`src/core/tzs_pkg.sv`:
```
package tzs_pkg;

    // Byte and window geometry
    localparam int TZS_BYTE_W = 8;
    localparam int TZS_FIFO_DEPTH = 16;
    localparam int TZS_BPV_W = 16;
    localparam logic [2:0] TZS_BIT_FIRST = 3'h0;
    localparam logic [2:0] TZS_BIT_LAST = 3'h7;

    // Channel byte values, sent MSB first
    localparam logic [7:0] TZS_ZERO_BYTE = 8'h00;
    localparam logic [7:0] TZS_ALL_ONES = 8'hff;
    localparam logic [7:0] TZS_B7_FORCE = 8'h02;

    // T1DM channel 24 byte: sync ones at 0,2,3,4; zeros at 1,7
    localparam logic [7:0] TZS_T1DM_SYNC = 8'h1d;
    localparam int TZS_T1DM_YEL_BIT = 5;
    localparam int TZS_T1DM_DL_BIT = 6;

    // Substitution slot indices, 0 based: violations at 3 and 6
    localparam logic [2:0] TZS_SUB_V1 = 3'h3;
    localparam logic [2:0] TZS_SUB_B1 = 3'h4;
    localparam logic [2:0] TZS_SUB_V2 = 3'h6;
    localparam logic [2:0] TZS_SUB_B2 = 3'h7;

    // Line density limit
    localparam logic [4:0] TZS_MAX_ZERO_RUN = 5'h0f;

    typedef struct packed {
        logic ch24;
        logic link_bit;
        logic [7:0] data;
    } tzs_tx_word_t;

    typedef struct packed {
        logic pos;
        logic neg;
    } tzs_rail_t;

    typedef enum logic [0:0] {
        TZS_LINE_PASS = 1'b0,
        TZS_LINE_SUB = 1'b1
    } tzs_line_st_t;

    // Rail for slot idx of a substitution code, s = last mark was positive
    function automatic tzs_rail_t tzs_sub_rail(input logic [2:0] idx, input logic s);
        tzs_rail_t r;
        r = '0;
        if (idx == TZS_SUB_V1 || idx == TZS_SUB_B2) begin
            r = '{pos: s, neg: ~s};
        end else if (idx == TZS_SUB_B1 || idx == TZS_SUB_V2) begin
            r = '{pos: ~s, neg: s};
        end
        return r;
    endfunction

endpackage

```
`src/core/tzs_fifo.sv`:
```
`timescale 1ns/10ps
module tzs_fifo import tzs_pkg::*; #(
    parameter int W = 10,
    parameter int DEPTH = 16
) (
    // Clock and reset
    input wire logic i_sys_clk,
    input wire logic i_resetn,
    // Fill side
    input wire logic i_wr_valid,
    input wire logic [W-1:0] i_wr_data,
    output logic o_wr_ready,
    // Drain side
    output logic o_rd_valid,
    output logic [W-1:0] o_rd_data,
    input wire logic i_rd_ready
);
    localparam int AW = $clog2(DEPTH);
    localparam int CW = AW + 1;

    logic [W-1:0] mem [DEPTH];
    logic [AW-1:0] wr_ptr_reg;
    logic [AW-1:0] rd_ptr_reg;
    logic [CW-1:0] count_reg;
    logic rd_valid_reg;
    logic [W-1:0] rd_data_reg;
    logic push;
    logic load;

    assign o_wr_ready = count_reg != CW'(DEPTH);
    assign push = i_wr_valid && o_wr_ready;
    // Output stage refills only when free or being taken
    assign load = (count_reg != '0) && (!rd_valid_reg || i_rd_ready);
    assign o_rd_valid = rd_valid_reg;
    assign o_rd_data = rd_data_reg;

    always_ff @(posedge i_sys_clk) begin
        if (push) begin
            mem[wr_ptr_reg] <= i_wr_data;
        end
    end

    always_ff @(posedge i_sys_clk or negedge i_resetn) begin
        if (!i_resetn) begin
            wr_ptr_reg <= '0;
            rd_ptr_reg <= '0;
            count_reg <= '0;
        end else begin
            if (push) begin
                wr_ptr_reg <= wr_ptr_reg + AW'(1);
            end
            if (load) begin
                rd_ptr_reg <= rd_ptr_reg + AW'(1);
            end
            count_reg <= count_reg + CW'(push) - CW'(load);
        end
    end

    always_ff @(posedge i_sys_clk or negedge i_resetn) begin
        if (!i_resetn) begin
            rd_valid_reg <= 1'b0;
            rd_data_reg <= '0;
        end else if (load) begin
            rd_valid_reg <= 1'b1;
            rd_data_reg <= mem[rd_ptr_reg];
        end else if (i_rd_ready) begin
            rd_valid_reg <= 1'b0;
        end
    end

endmodule

```
`src/core/tzs_rx_decode.sv`:
```
`timescale 1ns/10ps
module tzs_rx_decode import tzs_pkg::*; (
    // Clock and reset
    input wire logic i_sys_clk,
    input wire logic i_resetn,
    // Line side
    input wire logic i_rx_tick,
    input wire tzs_rail_t i_rx_rail,
    input wire logic i_decode_on,
    // Decoded side
    output logic o_data,
    output logic o_valid,
    output logic o_sub_event,
    output logic o_bpv
);
    tzs_rail_t win_reg [TZS_BYTE_W];
    logic [TZS_BYTE_W-1:0] mask_reg;
    logic last_pos_reg;
    logic [TZS_BYTE_W-1:0] slot_ok;
    logic detect;
    logic [TZS_BYTE_W-1:0] mask_eff;
    tzs_rail_t exit_rail;
    logic exit_mark;

    // Slot k of the code sits at window index 7-k, oldest first
    genvar k;
    generate
        for (k = 0; k < TZS_BYTE_W; k++) begin : g_slot
            assign slot_ok[k] = win_reg[TZS_BYTE_W-1-k] == tzs_sub_rail(3'(k), last_pos_reg);
        end
    endgenerate

    // Monitored regardless of decode setting
    assign detect = i_rx_tick && (&slot_ok) && (mask_reg == '0);
    assign mask_eff = detect ? TZS_ALL_ONES : mask_reg;
    // Decoded code leaves as zeros before anything else sees it
    assign exit_rail = (mask_eff[TZS_BYTE_W-1] && i_decode_on) ? tzs_rail_t'('0)
                       : win_reg[TZS_BYTE_W-1];
    assign exit_mark = exit_rail.pos || exit_rail.neg;

    always_ff @(posedge i_sys_clk or negedge i_resetn) begin
        if (!i_resetn) begin
            for (int i = 0; i < TZS_BYTE_W; i++) begin
                win_reg[i] <= '0;
            end
            mask_reg <= '0;
        end else if (i_rx_tick) begin
            for (int i = 1; i < TZS_BYTE_W; i++) begin
                win_reg[i] <= (mask_eff[i-1] && i_decode_on) ? tzs_rail_t'('0) : win_reg[i-1];
            end
            win_reg[0] <= i_rx_rail;
            mask_reg <= {mask_eff[TZS_BYTE_W-2:0], 1'b0};
        end
    end

    always_ff @(posedge i_sys_clk or negedge i_resetn) begin
        if (!i_resetn) begin
            last_pos_reg <= 1'b0;
            o_data <= 1'b0;
            o_valid <= 1'b0;
            o_sub_event <= 1'b0;
            o_bpv <= 1'b0;
        end else begin
            o_valid <= i_rx_tick;
            o_sub_event <= detect;
            o_bpv <= 1'b0;
            if (i_rx_tick) begin
                o_data <= exit_mark;
                // Code marks neither flip polarity nor count
                if (exit_mark && !mask_eff[TZS_BYTE_W-1]) begin
                    last_pos_reg <= exit_rail.pos;
                    o_bpv <= exit_rail.pos == last_pos_reg;
                end
            end
        end
    end
endmodule

```
`src/core/tzs_codec.sv`:
```
`timescale 1ns/10ps
// Behaviour
// - Bit-7 suppression on: all-zero channel byte gets its second LSB forced.
// - Encoder on: every eight pending zeros are replaced by substitution code.
// - Code is 000+-0-+ after positive mark, 000-+0+- after negative.
// - Decoder active: received code becomes eight zeros before other processing.
// - Codes always watched; reported in sticky flag when status select is 0.
// - Revised variant keeps the decoder always on; enable steers encoder only.
// - Violations inside a recognised code never advance the violation counter.
// - T1DM channel 24 carries ones at bits 0,2,3,4, zeros at 1,7.
// - T1DM channel 24 bit 5 carries yellow alarm, 0 means alarm.
// - T1DM channel 24 bit 6 carries the auxiliary data link bit.
// - Loss of signal or loopback makes the transmitter send all ones.
// - While red alarm persists, yellow alarm is sent back, on the line only in T1DM channel 24.
// - Encoder on: sent stream keeps ones density, never over fifteen zeros in a row.
module tzs_codec import tzs_pkg::*; #(
    parameter int FIFO_DEPTH = TZS_FIFO_DEPTH,
    parameter int BPV_W = TZS_BPV_W,
    parameter bit REVISED_VARIANT = 1'b1
) (
    // Clock and reset
    input wire logic i_sys_clk,
    input wire logic i_resetn,
    // Host control levels
    input wire logic i_bit7_suppress,
    input wire logic i_substitution_encode_enable,
    input wire logic i_status_select_bit,
    input wire logic i_t1dm_mode,
    input wire logic i_loss_of_signal,
    input wire logic i_loopback,
    input wire logic i_red_alarm,
    input wire logic i_seen_flag_clear,
    input wire logic i_bpv_count_clear,
    // Transmit channel bytes
    input wire logic i_tx_valid,
    input wire tzs_tx_word_t i_tx_word,
    output logic o_tx_ready,
    // Transmit line
    input wire logic i_tx_tick,
    output logic o_tx_pos,
    output logic o_tx_neg,
    // Receive line
    input wire logic i_rx_tick,
    input wire logic i_rx_pos,
    input wire logic i_rx_neg,
    // Receive results and status
    output logic o_rx_data,
    output logic o_rx_valid,
    output logic o_substitution_seen_flag,
    output logic [BPV_W-1:0] o_bpv_count,
    output logic o_yellow_alarm,
    output logic o_ais_active
);
    localparam int WW = $bits(tzs_tx_word_t);

    logic fifo_valid;
    tzs_tx_word_t fifo_word;
    logic fifo_take;
    logic ais;
    logic [TZS_BYTE_W-1:0] fill_byte;
    logic [TZS_BYTE_W-1:0] byte_reg;
    logic [2:0] bit_cnt_reg;
    logic [TZS_BYTE_W-1:0] win_reg;
    tzs_line_st_t line_st_reg;
    logic [2:0] sub_idx_reg;
    logic sub_sgn_reg;
    logic last_pos_reg;
    logic sub_start;
    tzs_rail_t line_rail;
    logic yellow_reg;
    logic ais_reg;
    logic rx_sub_event;
    logic rx_bpv;
    tzs_rail_t rx_rail;
    logic decode_on;
    logic [4:0] zero_run_reg;

    // Channel 24 sync byte with alarm and link bits
    function automatic logic [7:0] t1dm_ch24(input logic yellow, input logic link);
        logic [7:0] b;
        b = TZS_T1DM_SYNC;
        b[TZS_T1DM_YEL_BIT] = ~yellow;
        b[TZS_T1DM_DL_BIT] = link;
        return b;
    endfunction

    // Buffer absorbs host bursts; line tick drains one byte per eight bits
    tzs_fifo #(
        .W(WW),
        .DEPTH(FIFO_DEPTH)
    ) u_fifo (
        .i_sys_clk(i_sys_clk),
        .i_resetn(i_resetn),
        .i_wr_valid(i_tx_valid),
        .i_wr_data(i_tx_word),
        .o_wr_ready(o_tx_ready),
        .o_rd_valid(fifo_valid),
        .o_rd_data(fifo_word),
        .i_rd_ready(fifo_take)
    );

    assign ais = i_loss_of_signal || i_loopback;
    assign fifo_take = i_tx_tick && (bit_cnt_reg == TZS_BIT_LAST);

    // Next byte to serialise; an empty buffer sends ones to keep density
    always_comb begin
        fill_byte = TZS_ALL_ONES;
        if (ais) begin
            fill_byte = TZS_ALL_ONES;
        end else if (fifo_valid) begin
            if (i_t1dm_mode && fifo_word.ch24) begin
                fill_byte = t1dm_ch24(yellow_reg, fifo_word.link_bit);
            end else if (i_bit7_suppress && fifo_word.data == TZS_ZERO_BYTE) begin
                fill_byte = TZS_B7_FORCE;
            end else begin
                fill_byte = fifo_word.data;
            end
        end
    end

    // Serialiser, MSB first
    always_ff @(posedge i_sys_clk or negedge i_resetn) begin
        if (!i_resetn) begin
            byte_reg <= TZS_ALL_ONES;
            bit_cnt_reg <= TZS_BIT_FIRST;
        end else if (i_tx_tick) begin
            bit_cnt_reg <= bit_cnt_reg + 3'h1;
            if (bit_cnt_reg == TZS_BIT_LAST) begin
                byte_reg <= fill_byte;
            end else begin
                byte_reg <= {byte_reg[TZS_BYTE_W-2:0], 1'b0};
            end
        end
    end

    // Eight-bit lookahead; costs eight bits of latency on the line
    always_ff @(posedge i_sys_clk or negedge i_resetn) begin
        if (!i_resetn) begin
            win_reg <= TZS_ALL_ONES;
        end else if (i_tx_tick) begin
            win_reg <= {win_reg[TZS_BYTE_W-2:0], byte_reg[TZS_BYTE_W-1]};
        end
    end

    // Window holds exactly the eight pending zeros
    assign sub_start = i_tx_tick && line_st_reg == TZS_LINE_PASS
                       && i_substitution_encode_enable && win_reg == TZS_ZERO_BYTE;

    always_comb begin
        line_rail = '0;
        if (sub_start) begin
            line_rail = tzs_sub_rail(TZS_BIT_FIRST, last_pos_reg);
        end else if (line_st_reg == TZS_LINE_SUB) begin
            line_rail = tzs_sub_rail(sub_idx_reg, sub_sgn_reg);
        end else if (win_reg[TZS_BYTE_W-1]) begin
            line_rail = '{pos: ~last_pos_reg, neg: last_pos_reg};
        end
    end

    always_ff @(posedge i_sys_clk or negedge i_resetn) begin
        if (!i_resetn) begin
            line_st_reg <= TZS_LINE_PASS;
            sub_idx_reg <= TZS_BIT_FIRST;
            sub_sgn_reg <= 1'b0;
        end else if (sub_start) begin
            line_st_reg <= TZS_LINE_SUB;
            sub_idx_reg <= TZS_BIT_FIRST + 3'h1;
            sub_sgn_reg <= last_pos_reg;
        end else if (i_tx_tick && line_st_reg == TZS_LINE_SUB) begin
            sub_idx_reg <= sub_idx_reg + 3'h1;
            if (sub_idx_reg == TZS_BIT_LAST) begin
                line_st_reg <= TZS_LINE_PASS;
            end
        end
    end

    // Polarity memory follows every mark sent
    always_ff @(posedge i_sys_clk or negedge i_resetn) begin
        if (!i_resetn) begin
            last_pos_reg <= 1'b0;
        end else if (i_tx_tick && (line_rail.pos || line_rail.neg)) begin
            last_pos_reg <= line_rail.pos;
        end
    end

    always_ff @(posedge i_sys_clk or negedge i_resetn) begin
        if (!i_resetn) begin
            o_tx_pos <= 1'b0;
            o_tx_neg <= 1'b0;
        end else if (i_tx_tick) begin
            o_tx_pos <= line_rail.pos;
            o_tx_neg <= line_rail.neg;
        end
    end

    // Alarm levels
    always_ff @(posedge i_sys_clk or negedge i_resetn) begin
        if (!i_resetn) begin
            yellow_reg <= 1'b0;
            ais_reg <= 1'b0;
        end else begin
            yellow_reg <= i_red_alarm;
            ais_reg <= ais;
        end
    end

    assign o_yellow_alarm = yellow_reg;
    assign o_ais_active = ais_reg;

    // Receive side
    assign decode_on = REVISED_VARIANT || i_substitution_encode_enable;
    assign rx_rail = '{pos: i_rx_pos, neg: i_rx_neg};

    tzs_rx_decode u_rx (
        .i_sys_clk(i_sys_clk),
        .i_resetn(i_resetn),
        .i_rx_tick(i_rx_tick),
        .i_rx_rail(rx_rail),
        .i_decode_on(decode_on),
        .o_data(o_rx_data),
        .o_valid(o_rx_valid),
        .o_sub_event(rx_sub_event),
        .o_bpv(rx_bpv)
    );

    // Sticky report; a new event beats a clear in the same cycle
    always_ff @(posedge i_sys_clk or negedge i_resetn) begin
        if (!i_resetn) begin
            o_substitution_seen_flag <= 1'b0;
        end else if (rx_sub_event && !i_status_select_bit) begin
            o_substitution_seen_flag <= 1'b1;
        end else if (i_seen_flag_clear) begin
            o_substitution_seen_flag <= 1'b0;
        end
    end

    // Saturating so a stuck line never wraps to a small count
    always_ff @(posedge i_sys_clk or negedge i_resetn) begin
        if (!i_resetn) begin
            o_bpv_count <= '0;
        end else if (rx_bpv && o_bpv_count != '1) begin
            o_bpv_count <= o_bpv_count + BPV_W'(1);
        end else if (i_bpv_count_clear && !rx_bpv) begin
            o_bpv_count <= '0;
        end
    end

    // Zero-run watch for the density check
    always_ff @(posedge i_sys_clk or negedge i_resetn) begin
        if (!i_resetn) begin
            zero_run_reg <= '0;
        end else if (!i_substitution_encode_enable) begin
            zero_run_reg <= '0;
        end else if (i_tx_tick) begin
            zero_run_reg <= (line_rail.pos || line_rail.neg) ? 5'h00 : zero_run_reg + 5'h01;
        end
    end
endmodule

```
`config.mk`:
```
export PLATFORM = sky130hd
export DESIGN_NAME = tzs_codec
export DESIGN_NICKNAME = d
export VERILOG_FILES = /design/src/core/tzs_pkg.sv /design/src/core/tzs_fifo.sv /design/src/core/tzs_rx_decode.sv /design/src/core/tzs_codec.sv
export SDC_FILE = /design/constraint.sdc
export NUM_CORES = 1
export LEC_CHECK = 0
export ABC_AREA = 1
export BUFFER_PORTS_ARGS = -buffer_cell sky130_fd_sc_hd__buf_2
export CORE_UTILIZATION = 55
export CTS_CLUSTER_DIAMETER = 120
export DETAILED_ROUTE_END_ITERATION = 7
export PLACE_DENSITY = 0.74
export SYNTH_ARGS = -nofsm -noshare
export SYNTH_HDL_FRONTEND = slang
export SYNTH_HIERARCHICAL = 1
export SYNTH_SLANG_ARGS = --single-unit
```
`constraint.sdc`:
```
create_clock -name i_sys_clk -period 7.31 [get_ports i_sys_clk]
set_input_delay 1.462 -clock i_sys_clk [delete_from_list [all_inputs] [get_ports i_sys_clk]]
set_output_delay 1.462 -clock i_sys_clk [all_outputs]
set_load 0.02 [all_outputs]
```
==> results of run 1 <==
-- path summary, 6_finish.rpt --
path / from / to / slack (ns)
worst min-delay path: byte_reg[1]$_DFFE_PN1P_ / byte_reg[1]$_DFFE_PN1P_ / 0.47
worst max-delay path: i_tx_tick / u_fifo/count_reg[4]$_DFF_PN0_ / 3.47
max in group asynchronous: i_resetn / u_fifo/rd_ptr_reg[0]$_DFFE_PN0P_ / 5.26
worst min register to register: byte_reg[1]$_DFFE_PN1P_ / byte_reg[1]$_DFFE_PN1P_ / 0.47
min in group asynchronous: i_resetn / sub_idx_reg[0]$_DFFE_PN0P_ / 0.94
worst max register to register: bit_cnt_reg[0]$_DFFE_PN0P_ / u_fifo/count_reg[4]$_DFF_PN0_ / 3.99
-- metal layers --
layer,global-route usage,part of all wire
met1,0.3169,0.44
met2,0.3745,0.49
met3,0.02822,0.058
met4,0.06031,0.021
met5,0,0
-- layout make-up --
| cell class | instances | share of cell area |
|---|---|---|
| clock buffers | 28 | 0.05220 |
| clock inverters | 20 | 0.01442 |
| inverters | 198 | 0.05749 |
| multi-input cells | 759 | 0.2695 |
| flip-flops and latches | 258 | 0.5592 |
| repair buffers | 52 | 0.02077 |
| well taps | 275 | 0.02644 |
-- critical path, stage by stage --
cell     delay [ns]
buf_2          0.38
nand2_1        0.13
inv_1          0.07
inv_1          0.03
nand2_1        0.07
nand2_1        0.26
inv_1          0.41
ha_1           0.31
inv_1          0.06
ha_1           0.16
inv_1          0.06
fa_1           0.40
o21ai_0        0.20
a21oi_1        0.10
xor2_1         0.14
-- cell families after synthesis --
family | share of synthesized area
and+or+nand+nor | 0.2303
DFF | 0.6154
buffers and inverters | 0.08794
AOI/OAI and AO/OA | 0.03418
adders and majority gates | 0.02074
xor gates and xnor gates | 0.01111
other | 0.0003172
-- per-stage QoR --
stage	std cells	hold slack (ns)	power (mW)	instance area (um2)	setup slack (ns)
floorplan	1263	0.4449	2.975	11820	3.565
global placement	1542	0.4553	3.243	12150	3.049
detailed placement	1542	0.4555	3.286	12150	2.974
CTS	1590	0.4669	4.629	13020	3.524
global route	1590	0.4851	4.889	13020	3.168
finish	1590	0.4658	4.608	13020	3.472
-- power by group --
part	internal [mW]	switching [mW]	total (mW)
sequential	1.81	0.148	1.96
combinational	0.400	0.907	1.31
clock	0.780	0.561	1.34
total	2.99	1.61	4.61
-- layout by cell type (no fill, tap or decap), types with 2 or more instances in the layout --
cell type / netlist / final
nand2_1: 401 / 401
nand4_1: 9 / 9
ha_1: 18 / 18
edfxtp_1: 160 / 160
clkbuf_16: 0 / 27
o21bai_1: 4 / 4
o21ai_1: 7 / 7
inv_6: 1 / 2
bufinv_16: 0 / 3
or2_2: 2 / 2
clkinvlp_4: 0 / 4
o211ai_1: 2 / 2
dfstp_2: 16 / 16
xor2_1: 14 / 14
clkinv_2: 0 / 7
o22ai_1: 4 / 4
dfrtp_1: 82 / 81
nor2_1: 57 / 57
nand2_2: 5 / 5
inv_1: 196 / 196
buf_4: 1 / 4
nor3_1: 2 / 2
a21oi_1: 11 / 11
clkinv_1: 0 / 4
o21ai_0: 44 / 44
buf_2: 20 / 48
nand3_1: 170 / 170
==> qor.csv, run 1 <==
stage,metric,value,unit
drt,drc_errors,0,
drt,dr.pass1.iters,5,
clocking,path_clk_slew,0.06,ns
grt,grtUsageTotal,0.2265,
clocking,clock_sinks,258,
timing,finalClockSkew,0.009079,ns
finish,drive_gt1_frac,0.09506,
finish,fillCellCount,1623,
finish,finish.net_count,1340,
clocking,postCtsSetupBuffers,0,
min_path,whs_path_depth,2,
finish,utilization,0.6191,
grt,grt_antenna_before_repair,0,
clocking,hold_buffers,0,
grt,grt_pass1_vias,7837,
timing,finalSetupViolCount,0,
placement,port_buffers,49,
placement,dpl.hpwl,14510,um
floorplanning,rows,53,
yosys,syn-num-nets,1308,
finish,diodes,0,
timing,fin_tns_setup,0,ns
floorplanning,die_area,0.02209,mm2
pwr,power.leakage,5.963,nW
drt,routed_wirelength,23940,um
yosys,synth_common_cells,"nand2_1 (401), inv_1 (196), nand3_1 (170), edfxtp_1 (160), dfrtp_1 (82)",
job,drv_cap,0,
floorplanning,io_pins,50,
clocking,cts_made_buffers,26,
clocking,cts_tree,yes,
finish,regArea,0.007278,mm2
yosys,ys_ff_latch,258,
yosys,yosys-top-cells-area,"edfxtp_1 (41%), dfrtp_1 (17%), nand2_1 (13%), nand3_1 (7.2%), inv_1 (6.2%)",
yosys,synth_edf_count,160,
drt,via_per_inst,5.222,
drt,dr_total_vias,8303,
floorplanning,die_h,148.6,um
finish,largest_reg_flops,160,
worst_setup_path,rr_worst_depth,16,
min_path,hp-class,reg -> reg,
timing,worst_pin_slew,1.177,ns
drt,drt_iter0_drc,672,
yosys,synth_async_sr_flop_share,0.3798,
yosys,yosysTopAreaCell,edfxtp_1,
floorplanning,die_w,148.6,um
pwr,peakVddDrop,0.2445,mV
clocking,cts_root_buf,clkbuf_16,
yosys,synth_area,0.01182,mm2
timing,hold_viol,0,
drt,wire_per_inst,15.06,um
timing,slew_viol_final,0,
yosys,yosysSeqAreaShare,0.6154,
drt,drtAntennaViolNets,0,
pwr,pwr_density_cell,354.1,mW/mm2
worst_setup_path,startpoint_type,primary input,
floorplanning,initial_core_util,0.5625,
clocking,htree_num_levels,1,
worst_setup_path,required,7.72,ns
placement,globalplace.congestion,0.8176,
grt,grt_pass1_wl,39360,um
grt,grt_overflow,0,
worst_setup_path,critPathMaxFanout,30,
yosys,yosysWarnings,6,
timing,period_minus_slack,3.838,ns
worst_setup_path,cp-end-kind,register,
clocking,clockBufferDepth,3,
floorplanning,core,0.02102,mm2
worst_setup_path,crit_arrival,4.25,ns
yosys,synth_area_per_cell,9.362,um2
timing,fin_crit_sh,0.5250,
worst_setup_path,critPathKind,in -> reg,
timing,slew_headroom,0.2127,
finish,multi_input_area,0.003507,mm2
yosys,ys.flop_type,edfxtp_1,
yosys,synth_cells,1263,
clocking,post_cts_resized,0,
yosys,synth_top_area_frac,0.4063,
yosys,yosysMostFrequentCell,nand2_1,
timing,fmax,260.6,MHz
status,outcome,completed,
yosys,synth_cell_types,35,
clocking,clkLatencyLatePin,0.53,ns
timing,rsz0062_at_grt,false,
finish,syn2layout_area_growth,10.07,%
grt,grt_max_degree,84,
Power figures use the tool's default switching activity.
==> run 2, diff against run 1 <==
==> constraint.sdc (replaced) <==
create_clock -name i_sys_clk -period 4.03 [get_ports i_sys_clk]
set_input_delay 0.806 -clock i_sys_clk [delete_from_list [all_inputs] [get_ports i_sys_clk]]
set_output_delay 0.806 -clock i_sys_clk [all_outputs]
set_load 0.02 [all_outputs]
==> run 2 against run 1 <==
Clock power up 87%; routed wire length is 3.1% higher; register-to-register slack got worse by 3.1 ns.
==> qor.csv, run 2 (synthesis results as in run 1) <==
stage,metric,value,unit,change
worst_setup_path,cp-end-kind,register,,
timing,finalClockSkew,0.02764,ns,+0.01856 ns
grt,grtUsageTotal,0.2316,,+0.005076
drt,dr_total_vias,8408,,+1.3%
drt,drc_errors,0,,unchanged
timing,finalSetupViolCount,0,,unchanged
floorplanning,io_pins,50,,unchanged
floorplanning,rows,53,,unchanged
finish,finish.net_count,1349,,+0.67%
floorplanning,die_w,148.6,um,unchanged
floorplanning,die_h,148.6,um,unchanged
timing,fin_crit_sh,0.7912,,
pwr,switchingPower,2.968,mW,+84%
clocking,cts_tree,yes,,
pwr,pwr-share-comb,0.284,,about the same
clocking,postCtsSetupBuffers,0,,unchanged
timing,fin_hold_ws,0.2763,ns,-0.1895 ns
placement,dpl.hpwl,15210,um,+4.8%
timing,slew_headroom,0.2645,,+0.05183
clocking,path_clk_slew,0.06,ns,about the same
timing,fin_tns_setup,0,ns,unchanged
pwr,power.leakage,6.036,nW,+1.2%
drt,routed_wirelength,24690,um,+3.1%
grt,grt_max_degree,82,,-2.4%
pwr,pwr_density_cell,646.6,mW/mm2,+83%
worst_setup_path,critPathKind,reg -> reg,,
placement,placedCellCount,1549,,+0.45%
timing,slew_viol_final,0,,unchanged
clocking,cts_root_buf,clkbuf_16,,
finish,largest_reg_flops,160,,unchanged
pwr,cell_internal_pwr,5.518,mW,+84%
finish,syn2layout_area_growth,10.99,%,
worst_setup_path,r2r_slack,0.84,ns,-3.15 ns
pwr,peakVddDrop,0.4297,mV,+76%
floorplanning,initial_core_util,0.5625,,unchanged
finish,utilization,0.6243,,+0.005178
drt,dr.pass1.iters,5,,unchanged
pwr,p_seq_frac,0.422,,-0.003
placement,port_buffers,49,,unchanged
grt,grt_pass1_wl,40050,um,+1.8%
pwr,netSwitchingFraction,0.3498,,-0.0006619
clocking,hold_buffers,0,,unchanged
min_path,hp-class,in -> async,,
drt,drt_iter0_drc,613,,-8.8%
finish,final_cell_mix,"nand2_1 (401), inv_1 (196), nand3_1 (170)",,
worst_setup_path,timing.rr.start,bit_cnt_reg[0]$_DFFE_PN0P_,,
clocking,clockBufferDepth,3,,unchanged
timing,fmax,313.6,MHz,
timing,period_minus_slack,3.188,ns,
worst_setup_path,timing.rr.end,u_fifo/count_reg[4]$_DFF_PN0_,,
worst_setup_path,crit_arrival,3.60,ns,-0.65 ns
finish,drive_gt1_frac,0.1003,,+0.005245
drt,via_per_inst,5.252,,+0.57%
grt,grt_pass1_vias,8101,,+3.4%
clocking,clock_sinks,258,,unchanged
timing,hold_viol,0,,unchanged
grt,grt_overflow,0,,unchanged
floorplanning,die_area,0.02209,mm2,unchanged
grt,grt_antenna_before_repair,0,,unchanged
clocking,clkLatencyLatePin,0.55,ns,+0.02 ns
finish,final_common_cell,nand2_1,,
status,outcome,completed,,
clocking,post_cts_resized,0,,unchanged
worst_setup_path,required,4.44,ns,-3.28 ns
placement,globalplace.congestion,0.8419,,+3.0%
job,drv_cap,0,,unchanged
timing,rsz0062_at_grt,false,,
clocking,cts_made_buffers,28,,+7.7%
finish,stdcell_count,1601,,+0.69%
pwr,clockPowerShare,0.294,,+0.003
timing,worst_pin_slew,1.099,ns,-0.07746 ns
drt,drtAntennaViolNets,0,,unchanged
worst_setup_path,startpoint_type,register,,
worst_setup_path,rr_worst_depth,17,,+1
worst_setup_path,critPathMaxFanout,16,,-47%
floorplanning,core,0.02102,mm2,unchanged
finish,diodes,0,,unchanged
clocking,htree_num_levels,1,,unchanged
drt,wire_per_inst,15.42,um,+2.4%
-- run 2: cell count changes in the layout (fill, tap and decap cells not counted) --
cell,previous run,this run
bufinv_16,3,0
clkbuf_16,27,28
clkbuf_8,0,11
inv_4,0,1
clkinv_8,0,1
inv_6,2,1
buf_4,4,11
clkinv_1,4,0
clkinv_2,7,2
clkinvlp_4,4,0
clkbuf_1,1,8
-- run 2: final cells by class --
cell class                 count  area (um2)
clock inverter                 5       41.29
inverter                     198       748.2
clock buffer                  47       882.1
tap                          275       344.1
sequential                   258        7278
fill                        1695        7898
multi-input combinational    759        3507
timing repair buffer          59       322.8
-- run 2: critical path, stage by stage, from the launching register on --
cell and delay (ns):
dfrtp_1 0.39, ha_1 0.21, ha_1 0.25, nand2_1 0.11
inv_1 0.05, inv_1 0.05, nand2_1 0.06, nand2_1 0.31
inv_1 0.08, buf_4 0.19, ha_1 0.27, inv_1 0.06
ha_1 0.16, inv_1 0.06, fa_1 0.40, o21ai_0 0.17
a21oi_1 0.09, xor2_1 0.14
-- run 2: worst max path at each step --
stage	start	to	depth (start not counted)	slack, ns
5_1_grt	bit_cnt_reg[0]$_DFFE_PN0P_	u_fifo/count_reg[4]$_DFF_PN0_	17	0.51
2_1_floorplan	i_tx_tick	u_fifo/count_reg[4]$_DFF_PN0_	16	0.94
3_3_place_gp	i_tx_tick	u_fifo/count_reg[4]$_DFF_PN0_	16	0.86
4_1_cts	bit_cnt_reg[0]$_DFFE_PN0P_	u_fifo/count_reg[4]$_DFF_PN0_	17	0.84
3_5_place_dp	i_tx_tick	u_fifo/count_reg[4]$_DFF_PN0_	16	0.81
6_report	bit_cnt_reg[0]$_DFFE_PN0P_	u_fifo/count_reg[4]$_DFF_PN0_	17	0.84
-- run 2: per-stage QoR --
stage          total power [mW]  worst slack (ns)  instance area (um2)
6_report                  8.485            0.8416                13120
5_1_grt                   9.002            0.5150                13120
4_1_cts                   8.508            0.8408                13120
3_5_place_dp              6.001            0.8087                12200
3_3_place_gp              5.917            0.8604                12200
2_1_floorplan             5.397            0.9409                11820
-- run 2: power by group through the flow --
stage / combinational (mW) / clock [mW] / sequential (mW)
finish: 2.41 / 2.50 / 3.58
global route: 2.73 / 2.64 / 3.63
CTS: 2.40 / 2.53 / 3.58
detailed placement: 2.38 / 0 / 3.62
global placement: 2.31 / 0 / 3.61
floorplan: 1.87 / 0 / 3.52
-- run 2: layer usage --
layer,track usage,up-vias,share of wire
li1,-,4124,-
met1,0.3067,3992,0.43
met2,0.3843,233,0.49
met3,0.03650,59,0.053
met4,0.08918,0,0.033
met5,0,-,0
